--- src/rtl/isd_pkg.sv ---
package isd_pkg;
  // register byte offsets
  localparam logic [7:0] ISD_OFS_CTRL = 8'h00;
  localparam logic [7:0] ISD_OFS_STAT = 8'h04;
  localparam logic [7:0] ISD_OFS_RESULT_WORD = 8'h08;
  localparam logic [7:0] ISD_OFS_COUNT_LO = 8'h0C;
  localparam logic [7:0] ISD_OFS_COUNT_MID = 8'h10;
  localparam logic [7:0] ISD_OFS_COUNT_HI = 8'h14;
  // control fields
  localparam int ISD_CTRL_RUN = 0;
  localparam int ISD_CTRL_IS_IN = 1;
  localparam int ISD_CTRL_FRAME_LSB = 2;
  localparam int ISD_FRAME_W = 5;
  // status fields
  localparam int ISD_STAT_BUSY = 0;
  localparam int ISD_STAT_DONE = 1;
  // descriptor geometry
  localparam int ISD_UFRAMES = 8;
  localparam int ISD_COUNT_W = 8;
  localparam int ISD_CODE_W = 3;
  localparam int ISD_CODE_LSB = 8;
  // result code bits
  localparam int ISD_CODE_XACT_ERR = 0;
  localparam int ISD_CODE_BABBLE = 1;
  localparam int ISD_CODE_UNDERRUN = 2;
  localparam logic [2:0] ISD_CODE_IN_KEEP = 3'h3;
  localparam logic [2:0] ISD_CODE_OUT_KEEP = 3'h5;
  // reset values
  localparam logic [7:0] ISD_MASK_RST = 8'h00;
  localparam logic [7:0] ISD_COUNT_RST = 8'h00;
  localparam logic [2:0] ISD_CODE_RST = 3'h0;
  // axi responses
  localparam logic [1:0] ISD_RESP_OKAY = 2'h0;
  localparam logic [1:0] ISD_RESP_SLVERR = 2'h2;

  typedef enum logic [1:0] {ISD_IDLE, ISD_WAIT_TICK, ISD_WAIT_RESULT, ISD_CHECK} isd_state_e;
endpackage : isd_pkg

--- src/rtl/isd_slot_if.sv ---
`timescale 1ns/1ps
`default_nettype none
// one microframe result slot: control side writes, slot side holds fields
interface isd_slot_if;
  logic clr;
  logic wr;
  logic wr_count;
  logic [7:0] count_in;
  logic [2:0] code_in;
  logic [7:0] count;
  logic [2:0] code;
  modport ctl (output clr, output wr, output wr_count, output count_in, output code_in,
    input count, input code);
  modport slot (input clr, input wr, input wr_count, input count_in, input code_in,
    output count, output code);
endinterface : isd_slot_if
`default_nettype wire

--- src/rtl/isd_split_desc.sv ---
`timescale 1ns/1ps
`default_nettype none
////////////////////////////////////////////////////////////////////////////////
module isd_split_desc
  import isd_pkg::*;
(
  input wire logic aclk,
  input wire logic aresetn,
  input wire logic [7:0] s_axi_awaddr,
  input wire logic s_axi_awvalid,
  output logic s_axi_awready,
  input wire logic [31:0] s_axi_wdata,
  input wire logic [3:0] s_axi_wstrb,
  input wire logic s_axi_wvalid,
  output logic s_axi_wready,
  output logic [1:0] s_axi_bresp,
  output logic s_axi_bvalid,
  input wire logic s_axi_bready,
  input wire logic [7:0] s_axi_araddr,
  input wire logic s_axi_arvalid,
  output logic s_axi_arready,
  output logic [31:0] s_axi_rdata,
  output logic [1:0] s_axi_rresp,
  output logic s_axi_rvalid,
  input wire logic s_axi_rready,
  input wire logic uframe_tick,
  input wire logic [2:0] uframe_index,
  input wire logic [4:0] bus_frame,
  output logic split_issue,
  output logic split_is_complete,
  output logic [2:0] split_uframe,
  input wire logic result_valid,
  input wire logic [7:0] result_bytes,
  input wire logic [2:0] result_code
);
  ////////////////////////////////////////////////////////////////////////////////
  // bus write side state
  logic aw_held, w_held, bvalid;
  logic [7:0] aw_addr;
  logic [31:0] w_data;
  logic [3:0] w_strb;
  logic next_aw_held, next_w_held, next_bvalid;
  logic [7:0] next_aw_addr;
  logic [31:0] next_w_data;
  logic [3:0] next_w_strb;
  logic [1:0] bresp, next_bresp;
  logic wr_fire, wr_hit;
  // bus read side state
  logic rvalid, next_rvalid;
  logic [31:0] rdata, next_rdata;
  logic [1:0] rresp, next_rresp;
  // descriptor and scheduler state
  logic run, is_in, done;
  logic [4:0] desc_frame;
  logic [7:0] ss_mask, cs_mask;
  logic next_run, next_is_in, next_done;
  logic [4:0] next_desc_frame;
  logic [7:0] next_ss_mask, next_cs_mask;
  isd_state_e state, next_state;
  logic [2:0] pend_uf, next_pend_uf;
  logic pend_cs, next_pend_cs;
  logic issue, issue_cs, next_issue, next_issue_cs;
  logic [2:0] issue_uf, next_issue_uf;
  logic start_pulse, res_take;
  logic [7:0] clr_bits, eff_cs;
  logic [7:0] cnt [ISD_UFRAMES];
  logic [2:0] code [ISD_UFRAMES];
  logic [2:0] masked_code;

  ////////////////////////////////////////////////////////////////////////////////
  // result slots, one per microframe
  isd_slot_if slot_bus [ISD_UFRAMES] ();
  for (genvar g = 0; g < ISD_UFRAMES; g++)
  begin : g_slot
    assign slot_bus[g].clr = start_pulse;
    assign slot_bus[g].wr = res_take && (pend_uf == 3'(g));
    assign slot_bus[g].wr_count = is_in; // only IN brings bytes back
    assign slot_bus[g].count_in = result_bytes;
    assign slot_bus[g].code_in = masked_code;
    assign cnt[g] = slot_bus[g].count;
    assign code[g] = slot_bus[g].code;
    isd_uframe_slot u_slot (
      .aclk(aclk),
      .aresetn(aresetn),
      .sb(slot_bus[g])
    );
  end

  // babble kept only for IN, underrun only for OUT
  assign masked_code = result_code & (is_in ? ISD_CODE_IN_KEEP : ISD_CODE_OUT_KEEP);
  assign eff_cs = is_in ? cs_mask : ISD_MASK_RST;
  assign res_take = (state == ISD_WAIT_RESULT) && result_valid;
  assign clr_bits = res_take ? (8'h01 << pend_uf) : 8'h00;

  ////////////////////////////////////////////////////////////////////////////////
  // axi write channel: address and data taken in either order
  assign s_axi_awready = !aw_held && !bvalid;
  assign s_axi_wready = !w_held && !bvalid;
  assign wr_fire = aw_held && w_held && !bvalid;
  assign wr_hit = (aw_addr == ISD_OFS_CTRL) || (aw_addr == ISD_OFS_STAT) ||
    (aw_addr == ISD_OFS_RESULT_WORD) || (aw_addr == ISD_OFS_COUNT_LO) ||
    (aw_addr == ISD_OFS_COUNT_MID) || (aw_addr == ISD_OFS_COUNT_HI);
  assign start_pulse = wr_fire && (aw_addr == ISD_OFS_CTRL) && w_strb[0] &&
    w_data[ISD_CTRL_RUN];

  always_comb
  begin
    next_aw_held = aw_held;
    next_aw_addr = aw_addr;
    next_w_held = w_held;
    next_w_data = w_data;
    next_w_strb = w_strb;
    next_bvalid = bvalid;
    next_bresp = bresp;
    if (s_axi_awvalid && s_axi_awready)
    begin
      next_aw_held = 1'b1;
      next_aw_addr = {s_axi_awaddr[7:2], 2'b00};
    end
    if (s_axi_wvalid && s_axi_wready)
    begin
      next_w_held = 1'b1;
      next_w_data = s_axi_wdata;
      next_w_strb = s_axi_wstrb;
    end
    if (wr_fire)
    begin
      next_aw_held = 1'b0;
      next_w_held = 1'b0;
      next_bvalid = 1'b1;
      next_bresp = wr_hit ? ISD_RESP_OKAY : ISD_RESP_SLVERR;
    end
    else if (bvalid && s_axi_bready)
      next_bvalid = 1'b0;
  end

  always_ff @(posedge aclk)
  begin
    if (!aresetn)
    begin
      aw_held <= 1'b0;
      aw_addr <= 8'h00;
      w_held <= 1'b0;
      w_data <= 32'h00000000;
      w_strb <= 4'h0;
      bvalid <= 1'b0;
      bresp <= ISD_RESP_OKAY;
    end
    else
    begin
      aw_held <= next_aw_held;
      aw_addr <= next_aw_addr;
      w_held <= next_w_held;
      w_data <= next_w_data;
      w_strb <= next_w_strb;
      bvalid <= next_bvalid;
      bresp <= next_bresp;
    end
  end

  assign s_axi_bvalid = bvalid;
  assign s_axi_bresp = bresp;

  ////////////////////////////////////////////////////////////////////////////////
  // axi read channel: one read in flight, data registered
  assign s_axi_arready = !rvalid;

  always_comb
  begin
    next_rvalid = rvalid;
    next_rdata = rdata;
    next_rresp = rresp;
    if (s_axi_arvalid && s_axi_arready)
    begin
      next_rvalid = 1'b1;
      next_rresp = ISD_RESP_OKAY;
      next_rdata = 32'h00000000;
      case ({s_axi_araddr[7:2], 2'b00})
        ISD_OFS_CTRL: next_rdata = {25'h0, desc_frame, is_in, run};
        ISD_OFS_STAT: next_rdata = {30'h0, done, state != ISD_IDLE};
        // result codes above the start-split mask
        ISD_OFS_RESULT_WORD: next_rdata = {code[7], code[6], code[5], code[4],
          code[3], code[2], code[1], code[0], ss_mask};
        ISD_OFS_COUNT_LO: next_rdata = {cnt[2], cnt[1], cnt[0], cs_mask};
        ISD_OFS_COUNT_MID: next_rdata = {cnt[6], cnt[5], cnt[4], cnt[3]};
        ISD_OFS_COUNT_HI: next_rdata = {24'h0, cnt[7]};
        default: next_rresp = ISD_RESP_SLVERR;
      endcase
    end
    else if (rvalid && s_axi_rready)
      next_rvalid = 1'b0;
  end

  always_ff @(posedge aclk)
  begin
    if (!aresetn)
    begin
      rvalid <= 1'b0;
      rdata <= 32'h00000000;
      rresp <= ISD_RESP_OKAY;
    end
    else
    begin
      rvalid <= next_rvalid;
      rdata <= next_rdata;
      rresp <= next_rresp;
    end
  end

  assign s_axi_rvalid = rvalid;
  assign s_axi_rdata = rdata;
  assign s_axi_rresp = rresp;

  ////////////////////////////////////////////////////////////////////////////////
  // descriptor control, masks and split scheduler
  always_comb
  begin
    next_run = run;
    next_is_in = is_in;
    next_desc_frame = desc_frame;
    next_done = done;
    // hardware clears processed bits; a software write in the same cycle wins
    next_ss_mask = ss_mask & ~(pend_cs ? 8'h00 : clr_bits);
    next_cs_mask = cs_mask & ~(pend_cs ? clr_bits : 8'h00);
    next_state = state;
    next_pend_uf = pend_uf;
    next_pend_cs = pend_cs;
    next_issue = 1'b0;
    next_issue_cs = issue_cs;
    next_issue_uf = issue_uf;
    case (state)
      ISD_IDLE:
        if (run)
          next_state = ISD_WAIT_TICK;
      ISD_WAIT_TICK:
        // both split kinds are only taken in the descriptor's own frame
        if (uframe_tick && (bus_frame == desc_frame))
        begin
          if (ss_mask[uframe_index])
          begin
            next_issue = 1'b1;
            next_issue_cs = 1'b0;
            next_pend_cs = 1'b0;
            next_issue_uf = uframe_index;
            next_pend_uf = uframe_index;
            next_state = ISD_WAIT_RESULT;
          end
          else if (eff_cs[uframe_index])
          begin
            next_issue = 1'b1;
            next_issue_cs = 1'b1;
            next_pend_cs = 1'b1;
            next_issue_uf = uframe_index;
            next_pend_uf = uframe_index;
            next_state = ISD_WAIT_RESULT;
          end
        end
      ISD_WAIT_RESULT:
        if (result_valid)
          next_state = ISD_CHECK;
      ISD_CHECK:
        // slots and masks settled last cycle, so completion follows them
        if ((ss_mask | eff_cs) == ISD_MASK_RST)
        begin
          next_done = 1'b1;
          next_run = 1'b0;
          next_state = ISD_IDLE;
        end
        else
          next_state = ISD_WAIT_TICK;
      default:
        next_state = ISD_IDLE;
    endcase
    if (wr_fire && w_strb[0])
    begin
      case (aw_addr)
        ISD_OFS_CTRL:
        begin
          next_run = w_data[ISD_CTRL_RUN];
          next_is_in = w_data[ISD_CTRL_IS_IN];
          next_desc_frame = w_data[ISD_CTRL_FRAME_LSB +: ISD_FRAME_W];
        end
        // done is write-one-to-clear; a completion in the same cycle wins
        ISD_OFS_STAT:
          if (w_data[ISD_STAT_DONE] && !(state == ISD_CHECK && next_done))
            next_done = 1'b0;
        ISD_OFS_RESULT_WORD: next_ss_mask = w_data[7:0];
        ISD_OFS_COUNT_LO: next_cs_mask = w_data[7:0];
        default: next_done = next_done;
      endcase
    end
  end

  always_ff @(posedge aclk)
  begin
    if (!aresetn)
    begin
      run <= 1'b0;
      is_in <= 1'b0;
      desc_frame <= 5'h00;
      done <= 1'b0;
      ss_mask <= ISD_MASK_RST;
      cs_mask <= ISD_MASK_RST;
      state <= ISD_IDLE;
      pend_uf <= 3'h0;
      pend_cs <= 1'b0;
      issue <= 1'b0;
      issue_cs <= 1'b0;
      issue_uf <= 3'h0;
    end
    else
    begin
      run <= next_run;
      is_in <= next_is_in;
      desc_frame <= next_desc_frame;
      done <= next_done;
      ss_mask <= next_ss_mask;
      cs_mask <= next_cs_mask;
      state <= next_state;
      pend_uf <= next_pend_uf;
      pend_cs <= next_pend_cs;
      issue <= next_issue;
      issue_cs <= next_issue_cs;
      issue_uf <= next_issue_uf;
    end
  end

  assign split_issue = issue;
  assign split_is_complete = issue_cs;
  assign split_uframe = issue_uf;
endmodule : isd_split_desc
`default_nettype wire

--- src/rtl/isd_uframe_slot.sv ---
`timescale 1ns/1ps
`default_nettype none
module isd_uframe_slot
  import isd_pkg::*;
(
  input wire logic aclk,
  input wire logic aresetn,
  isd_slot_if.slot sb
);
  logic [7:0] count;
  logic [2:0] code;
  logic [7:0] next_count;
  logic [2:0] next_code;

  // clear wins over a result in the same cycle; it comes with any run write, even mid-transfer
  always_comb
  begin
    next_count = count;
    next_code = code;
    if (sb.clr)
    begin
      next_count = ISD_COUNT_RST;
      next_code = ISD_CODE_RST;
    end
    else if (sb.wr)
    begin
      next_code = sb.code_in;
      if (sb.wr_count)
        next_count = sb.count_in;
    end
  end

  always_ff @(posedge aclk)
  begin
    if (!aresetn)
    begin
      count <= ISD_COUNT_RST;
      code <= ISD_CODE_RST;
    end
    else
    begin
      count <= next_count;
      code <= next_code;
    end
  end

  assign sb.count = count;
  assign sb.code = code;
endmodule : isd_uframe_slot
`default_nettype wire

--- config.mk ---
export PLATFORM = sky130hd
export DESIGN_NAME = isd_split_desc
export DESIGN_NICKNAME = d
export VERILOG_FILES = /design/src/rtl/isd_pkg.sv /design/src/rtl/isd_slot_if.sv /design/src/rtl/isd_split_desc.sv /design/src/rtl/isd_uframe_slot.sv
export SDC_FILE = /design/constraint.sdc
export NUM_CORES = 1
export LEC_CHECK = 0
export ABC_AREA = 1
export BUFFER_PORTS_ARGS = -buffer_cell sky130_fd_sc_hd__buf_4
export CORE_UTILIZATION = 30
export CTS_CLUSTER_DIAMETER = 30
export DETAILED_ROUTE_END_ITERATION = 7
export PLACE_DENSITY_LB_ADDON = 0.15
export SETUP_SLACK_MARGIN = 0.1
export SLEW_MARGIN = 20
export SYNTH_ARGS = -nofsm -noshare
export SYNTH_HDL_FRONTEND = slang
export SYNTH_SLANG_ARGS = --single-unit
--- constraint.sdc ---
create_clock -name aclk -period 4.6 [get_ports aclk]
set_input_delay 0.92 -clock aclk [delete_from_list [all_inputs] [get_ports aclk]]
set_output_delay 0.92 -clock aclk [all_outputs]
set_load 0.01 [all_outputs]
==> impl_metrics.tcl, run 1 <==
set metrics [dict create \
    design_area_um2 9010 \
    power.clock.fraction 0.448 \
    drt-initial-drc-count 434 \
    hp-class "register to register" \
    die_w_um 160 \
    pwr-share-seq 0.474 \
    post_drt_wl_per_cell_um 16.0 \
    n_fill_cell 2647 \
    ir_drop_v 0.000195 \
    antenna_found_initial 0 \
    drv_slew 0 \
    register_area_um2 3440 \
    grt_start_max_net_pins 52 \
    crit_slowest_cell "inv_2" \
    fin_cells 1460 \
    fmax_ghz 0.389 \
    period_needed_ns 2.57 \
    cts_setup_buffers 0 \
    fin_ws_ns 2.03 \
    track_usage 0.188 \
    clockBufferDepth 2 \
    cts_tree "built" \
    syn_to_final_growth_pct 19.6 \
    max_stage_delay_ns 0.59 \
    cts_buffers 17 \
    ys_async_sr_fraction 0 \
    crit_top_cell "o21ai_0" \
    avgSynthCellArea_um2 7.08 \
    grt_setup_unrepaired "no" \
    worst-slew-pin-transition_ns 1.08 \
    crit_path_start_kind "primary input" \
    netlist_top_cells_area "dfxtp_1, nand2_1, a21oi_1" \
    viasPerCell 4.85 \
    pre_cts_ws_ns 1.55 \
    synthFlopType "dfxtp_1" \
    dieArea_um2 25700 \
    power_frac_comb 0.078 \
    setup_viol 0 \
    cts_sinks 172 \
    power.density_nw_per_um2 361 \
    diodes 0 \
    io-pin-count 126 \
    cap_viol_max_count 0 \
    gp_congestion 0.796 \
    drtPass1Iterations 5 \
    p_sw_uw 825 \
    clock-skew-final_ns 0.0158 \
    cts_root_buf "clkbuf_16" \
    path_cells "buf_4 > nor2_2 > nand4_1 > inv_2 > nand2_1 > o21ai_0 > o21ai_0 > a21oi_1" \
    yosys.cell_count.top_type "nand2_1" \
    ys_types 35 \
    fp-row-count 57 \
    ant_nets 0 \
    htree_levels 4 \
    status "finished clean" \
    cp_num_buf_inv 2 \
    netSwitchingFraction 0.254 \
    port_buffers 92 \
    crit_arrival_ns 2.92 \
    ys_ff_latch 172 \
    crit_required_ns 4.95 \
    leakagePower_uw 0.00321 \
    hold_buffers 0 \
    core_area_um2 24500 \
    grt_pass1_vias 6695 \
    overflow 0 \
    synth.largest_area_cell "dfxtp_1" \
    crit_type "primary input to register" \
    internal-power_uw 2420 \
    synth_edf_count 0 \
    fin_nets 1208 \
    post_cts_resized 0 \
    yosysWarnings 0 \
    vias 7080 \
    endpoint_kind "register" \
    synthTopCellsByCount "nand2_1, dfxtp_1, a21oi_1" \
    hold_viol_final 0 \
    finalCritPeriodShare 0.559 \
    drive_gt1_frac 0.134 \
    place_area_um2 8430 \
    clock_latency_ns 0.43 \
    ys_seq_area_frac 0.457 \
    drc 0 \
    floorplan.initialDensity 0.308 \
    grt_pass1_wl_um 37800 \
    dp_hpwl_um 15900 \
    path_max_fanout 32 \
    clk_pin_slew_ns 0.06 \
    die_h_um 160 \
    fin_tns_setup_ns 0 \
    dp_cells 1429 \
    syn_area_um2 7530 \
    crit_family "simple AND/OR/NAND/NOR gates" \
    synth_top_area_share 0.457 \
    multi_input_area_um2 3450 \
    synthCells 1064 \
    maxSlewHeadroom 0.275 \
    routed_wl_um 23400 \
]
worst paths after layout:
kind                                startpoint                      endpoint  slack [ns]  cells after the start
setup / recovery               s_axi_araddr[7]                s_axi_rdata[7]        2.03                      8
hold / removal    g_slot[7].u_slot.sb.count[0]  g_slot[7].u_slot.sb.count[0]        0.46                      2
setup reg to reg                      state[0]                    ss_mask[6]        2.13                      9
hold reg to reg   g_slot[7].u_slot.sb.count[0]  g_slot[7].u_slot.sb.count[0]        0.46                      2
cell type report:
type                       count  area share
timing repair buffer         107      0.0892
clock buffer                  20      0.0496
clock inverter                11      0.0149
sequential                   172       0.382
tap                          324      0.0450
inverter                      87      0.0362
multi-input combinational    739       0.383
registers in the layout (all words and copies together) (netlist names), 2 cells and up:
| register | flops |
|---|---|
| g_slot.u_slot.sb.count | 64 |
| s_axi_rdata | 32 |
| g_slot.u_slot.sb.code | 24 |
| cs_mask | 8 |
| ss_mask | 8 |
| w_data | 8 |
| aw_addr | 6 |
| desc_frame | 5 |
| split_uframe | 3 |
| state | 2 |
per-stage QoR:
step / power, µW / utilization / hold slack [ns]
global placement: 1830 / 0.345 / 0.448
finish: 3250 / 0.368 / 0.461
detailed placement: 1830 / 0.345 / 0.453
floorplan: 1730 / - / 0.436
CTS: 3290 / 0.368 / 0.463
global route: 3390 / 0.368 / 0.477
cells by family (layout without fill, tap and decap cells):
family | Yosys count | count (layout) | share of synthesized area
AOI/OAI and AO/OA | 261 | 261 | 0.188
xor gates and xnor gates | 1 | 1 | 0.00116
adders and majority gates | 4 | 4 | 0.00665
buffers and inverters | 154 | 225 | 0.0852
DFF | 172 | 172 | 0.457
other | 1 | 2 | 0.000498
and+or+nand+nor | 471 | 471 | 0.261
layout by cell type (no fill, tap or decap), drive strengths merged:
| master | netlist | final |
|---|---|---|
| clkbuf | 35 | 20 |
| a21oi | 154 | 154 |
| nand2 | 292 | 292 |
| or2 | 2 | 2 |
| o21a | 1 | 1 |
| xor2 | 1 | 1 |
| nor3 | 3 | 3 |
| o21ai | 59 | 59 |
| clkinv | 2 | 3 |
| bufinv | 0 | 2 |
| o22ai | 2 | 2 |
| buf | 32 | 107 |
| nand4 | 13 | 13 |
| a31oi | 5 | 5 |
| a22oi | 4 | 4 |
| dfxtp | 172 | 172 |
| conb | 1 | 2 |
| clkinvlp | 0 | 4 |
| nor2 | 70 | 70 |
| nand3 | 91 | 91 |
| inv | 85 | 89 |
| a211oi | 9 | 9 |
| ha | 4 | 4 |
| o211ai | 26 | 26 |
| a2111oi | 1 | 1 |
power groups by stage:
stage	registers [µW]	clock network, µW	logic (µW)
3_5_place_dp	1570	0	259
2_1_floorplan	1570	0	163
4_1_cts	1540	1490	260
5_1_grt	1540	1550	288
3_3_place_gp	1570	0	259
6_report	1540	1460	254
per-layer routing:
metal / global-route usage / part of all wire
met4: 0.0411 / 0.0088
met5: 0 / 0
met3: 0.0336 / 0.041
met2: 0.311 / 0.47
met1: 0.254 / 0.48
worst reg2reg max path, cell delays in order, from the launching register on:
cell	delay (ns)
dfxtp_1	0.35
inv_1	0.11
ha_1	0.17
nand2_1	0.09
nor2_1	0.10
inv_1	0.09
nor2_1	0.66
inv_1	0.38
o21ai_0	0.29
a21oi_1	0.09
Power figures use the tool's default switching activity.
==> inputs of run 2 (changes only) <==
==> constraint.sdc (replaced) <==
create_clock -name aclk -period 2.49 [get_ports aclk]
set_input_delay 0.498 -clock aclk [delete_from_list [all_inputs] [get_ports aclk]]
set_output_delay 0.498 -clock aclk [all_outputs]
set_load 0.01 [all_outputs]
==> impl_metrics.tcl, run 2 (synthesis gave the netlist of run 1 again) <==
set metrics [dict create \
    status "finished clean" \
    path_max_fanout 8 \
    hold_start "s_axi_bready" \
    pre_cts_ws_ns 0.387 \
    track_usage 0.188 \
    vias 7137 \
    grt_util_met3 0.0323 \
    ant_nets 0 \
    p_total_uw 6060 \
    grt_pass1_wl_um 37600 \
    busiest_layer "met2" \
    grt_util_met2 0.319 \
    layout_common_cells "nand2_1, dfxtp_1, a21oi_1" \
    syn_to_final_growth_pct 22.0 \
    crit_type "register to register" \
    hold_buffers 0 \
    cap_viol_max_count 0 \
    cts_root_buf "clkbuf_16" \
    io-pin-count 126 \
    hp-class "primary input to register" \
    viasPerCell 4.83 \
    clock_latency_ns 0.43 \
    clk_pin_slew_ns 0.07 \
    routed_wl_um 23600 \
    leakagePower_uw 0.00333 \
    drtPass1Iterations 5 \
    hold_viol_final 0 \
    floorplan.initialDensity 0.308 \
    dieArea_um2 25700 \
    period_needed_ns 1.99 \
    fmax_ghz 0.503 \
    grt_start_max_net_pins 45 \
    die_h_um 160 \
    endpoint_kind "register" \
    power.density_nw_per_um2 659 \
    fin_tns_setup_ns 0 \
    post_drt_wl_per_cell_um 16.0 \
    cts_tree "built" \
    holdWs_ns 0.311 \
    drc 0 \
    finalCritPeriodShare 0.799 \
    htree_levels 4 \
    r2r_cells 9 \
    core_area_um2 24500 \
    worst_r2r_endpoint "g_slot[3].u_slot.sb.count[3]" \
    crit_required_ns 2.80 \
    cts_sinks 172 \
    clock-skew-final_ns 0.0132 \
    dp_cells 1445 \
    final_common_cell "nand2_1" \
    port_buffers 92 \
    crit_path_start_kind "register" \
    dp_hpwl_um 16400 \
    multi_input_area_um2 3450 \
    ir_drop_v 0.000352 \
    gp_congestion 0.833 \
    register_area_um2 3440 \
    fin_cells 1477 \
    fin_ws_ns 0.501 \
    cts_setup_buffers 0 \
    grt_pass1_vias 6801 \
    maxSlewHeadroom 0.642 \
    diodes 0 \
    drt-initial-drc-count 397 \
    cts_buffers 17 \
    largest_register_ffs 64 \
    rrSetupSlack_ns 0.50 \
    die_w_um 160 \
    n_fill_cell 2612 \
    grt_setup_unrepaired "no" \
    drv_slew 0 \
    setup_viol 0 \
    overflow 0 \
    antenna_found_initial 0 \
    grtUsageMet1 0.247 \
    drive_gt1_frac 0.148 \
    worst-slew-pin-transition_ns 0.535 \
    crit_arrival_ns 2.30 \
    fin_nets 1224 \
    holdPathStages 4 \
    post_cts_resized 0 \
    min_to "s_axi_bvalid" \
    fp-row-count 57 \
    clockBufferDepth 2 \
    top_register "g_slot.u_slot.sb.count" \
    r2r-start "state[0]" \
]
## run 2: changes by cell type in the layout (fill, tap and decap cells not counted), sizes merged
| cell | previous run | this run |
|---|---|---|
| buf | 107 | 123 |
| clkinv | 3 | 8 |
| inv | 89 | 87 |
| clkinvlp | 4 | 2 |
## run 2: worst max-delay path by stage
stage	startpoint	end	slack, ns	cells after the start
final	state[0]	g_slot[3].u_slot.sb.count[3]	0.50	9
after global routing	state[0]	ss_mask[3]	0.32	9
after floorplan	uframe_index[0]	split_uframe[0]	0.96	12
after global placement	s_axi_araddr[7]	s_axi_rdata[22]	0.41	10
after CTS	state[0]	g_slot[3].u_slot.sb.count[1]	0.49	9
after detailed placement	s_axi_araddr[7]	s_axi_rdata[3]	0.39	10
## run 2: final cells by class
cell class	count	area share
sequential	172	0.375
clock buffer	20	0.0508
inverter	87	0.0355
multi-input combinational	739	0.375
clock inverter	12	0.0150
tap	324	0.0441
timing repair buffer	123	0.105
## run 2: report_power, final
| part | leakage (µW) | switching (µW) | internal, µW |
|---|---|---|---|
| Combinational | 0.00165 | 308 | 172 |
| Clock | 0.000293 | 1160 | 1570 |
| Sequential | 0.00139 | 42.8 | 2800 |
| Total | 0.00333 | 1510 | 4540 |
## run 2: layer usage
layer / up-vias / wire [µm]
met5: - / 0
li1: 3662 / -
met2: 133 / 11200
met1: 3323 / 11300
met4: 0 / 232
met3: 19 / 857
## run 2: per-stage QoR
step,instance area [µm²],util
floorplan,7530,-
global placement,8590,0.351
detailed placement,8590,0.351
CTS,9190,0.376
global route,9190,0.376
finish,9190,0.376
## run 2: critical path, stage by stage (launching register included)
cell and delay (ns):
dfxtp_1 0.35, inv_1 0.11, ha_1 0.17, nand2_1 0.09
nor2_1 0.10, inv_1 0.10, nor2_1 0.38, nand2_1 0.34
nand2_1 0.15, a21oi_1 0.07
==> inputs of run 3 (changes only) <==
==> constraint.sdc (replaced) <==
create_clock -name aclk -period 1.9 [get_ports aclk]
set_input_delay 0.38 -clock aclk [delete_from_list [all_inputs] [get_ports aclk]]
set_output_delay 0.38 -clock aclk [all_outputs]
set_load 0.01 [all_outputs]
==> impl_metrics.tcl, run 3 (synthesis gave the netlist of run 1 again) <==
set metrics [dict create \
    fp-row-count 57 \
    crit_type "register to register" \
    status "finished clean" \
    crit_required_ns 2.22 \
    register_area_um2 3450 \
    clk_pin_slew_ns 0.07 \
    power.density_nw_per_um2 831 \
    drt-initial-drc-count 333 \
    cts_tree "built" \
    clock_latency_ns 0.44 \
    multi_input_area_um2 3520 \
    endpoint_kind "register" \
    internal-power_uw 5830 \
    hold_buffers 0 \
    setup_viol 0 \
    n_fill_cell 2626 \
    io-pin-count 126 \
    p_sw_uw 2020 \
    crit_cells 8 \
    floorplan.initialDensity 0.308 \
    maxSlewHeadroom 0.680 \
    crit_path_start_kind "register" \
    port_buffers 92 \
    worst_r2r_endpoint "g_slot[0].u_slot.sb.code[0]" \
    r2r_cells 8 \
    fin_util 0.386 \
    grt_setup_unrepaired "no" \
    ant_nets 0 \
    final_common_cell "nand2_1" \
    critPathCapture "g_slot[0].u_slot.sb.code[0]" \
    layout_common_cells "nand2_1, dfxtp_1, a21oi_1" \
    cts_root_buf "clkbuf_16" \
    post_drt_wl_per_cell_um 15.7 \
    netSwitchingFraction 0.258 \
    leakagePower_uw 0.00344 \
    drc 0 \
    cts_sinks 172 \
    fin_nets 1241 \
    worst-slew-pin-transition_ns 0.467 \
    htree_levels 4 \
    path_max_fanout 21 \
    diodes 0 \
    vias 7186 \
    cap_viol_max_count 0 \
    cp_num_buf_inv 2 \
    grt_pass1_vias 6696 \
    clock-skew-final_ns 0.0124 \
    ir_drop_v 0.000475 \
    cts_buffers 17 \
    path_cells "or2_1 > inv_2 > nand4_1 > nor2_4 > nand2_2 > nand2_4 > clkbuf_16 > a21oi_1" \
    fmax_ghz 0.609 \
    fin_tns_setup_ns 0 \
    core_area_um2 24500 \
    routed_wl_um 23500 \
    crit_family "simple AND/OR/NAND/NOR gates" \
    die_h_um 160 \
    max_stage_delay_ns 0.32 \
    syn_to_final_growth_pct 25.5 \
    pwr-share-seq 0.474 \
    viasPerCell 4.81 \
    drv_slew 0 \
    top_register "g_slot.u_slot.sb.count" \
    r2r-start "aw_addr[4]" \
    gp_congestion 0.837 \
    power.clock.fraction 0.438 \
    crit_arrival_ns 1.96 \
    overflow 0 \
    drtPass1Iterations 4 \
    dp_hpwl_um 16500 \
    crit_slowest_cell "dfxtp_1" \
    grt_pass1_wl_um 37500 \
    worstSetupStartpoint "aw_addr[4]" \
    antenna_found_initial 0 \
    largest_register_ffs 64 \
    clockBufferDepth 2 \
    track_usage 0.186 \
    grt_start_max_net_pins 58 \
    hold_viol_final 0 \
    finalCritPeriodShare 0.864 \
    period_needed_ns 1.64 \
    die_w_um 160 \
    power_frac_comb 0.088 \
    drive_gt1_frac 0.182 \
    rrSetupSlack_ns 0.26 \
    hp-class "primary input to register" \
    dieArea_um2 25700 \
]
[run 3: metal layers]
metal | track usage | part of all wire | up-vias
li1 | - | - | 3707
met1 | 0.251 | 0.48 | 3325
met2 | 0.304 | 0.47 | 137
met3 | 0.0333 | 0.039 | 17
met4 | 0.0481 | 0.012 | 0
met5 | 0 | 0 | -
[run 3: worst min path at each step]
stage                                      start                            to  slack, ns  cells after the start
global route                      s_axi_wdata[0]                     w_data[0]       0.19                      3
CTS                               s_axi_wdata[0]                     w_data[0]       0.17                      3
finish                            s_axi_wdata[0]                     w_data[0]       0.19                      3
floorplan            g_slot[0].u_slot.sb.code[1]   g_slot[0].u_slot.sb.code[1]       0.44                      2
global placement    g_slot[0].u_slot.sb.count[6]  g_slot[0].u_slot.sb.count[6]       0.45                      2
detailed placement  g_slot[4].u_slot.sb.count[4]  g_slot[4].u_slot.sb.count[4]       0.45                      2
[run 3: area by class of cell]
class,count,area share
Multi-Input combinational cell,739,0.372
Sequential cell,172,0.365
Timing Repair Buffer,140,0.125
Clock buffer,21,0.0487
Tap cell,324,0.0429
Inverter,87,0.0349
Clock inverter,11,0.0116
[run 3: what timing repair did]
| action | CTS | global route |
|---|---|---|
| gates resized for setup | 2 | 30 |
| cloned | 0 | 1 |
| setup endpoints to repair | 9 | 106 |
| buffers inserted | 0 | 0 |
[run 3: stage by stage]
step	worst slack, ns	power [µW]	hold slack, ns	instances	instance area (µm²)
floorplan	0.385	4190	0.436	1065	7530
finish	0.258	7860	0.190	1494	9450
CTS	0.128	7930	0.174	1493	9360
global placement	0.104	4490	0.447	1461	8780
global route	0.112	8180	0.187	1494	9450
detailed placement	0.0923	4490	0.452	1461	8780
[run 3: worst reg2reg max path, cell delays in order, from the launching register on]
cell       delay (ns)
dfxtp_1          0.32
or2_1            0.24
inv_2            0.06
nand4_1          0.13
nor2_4           0.22
nand2_2          0.12
nand2_4          0.16
clkbuf_16        0.23
a21oi_1          0.06
[run 3: power by group through the flow]
stage               Clock (µW)  Sequential (µW)  Combinational, µW
floorplan                    0             3800                394
global placement             0             3800                683
detailed placement           0             3800                688
CTS                       3520             3720                691
global route              3670             3730                781
finish                    3440             3720                694
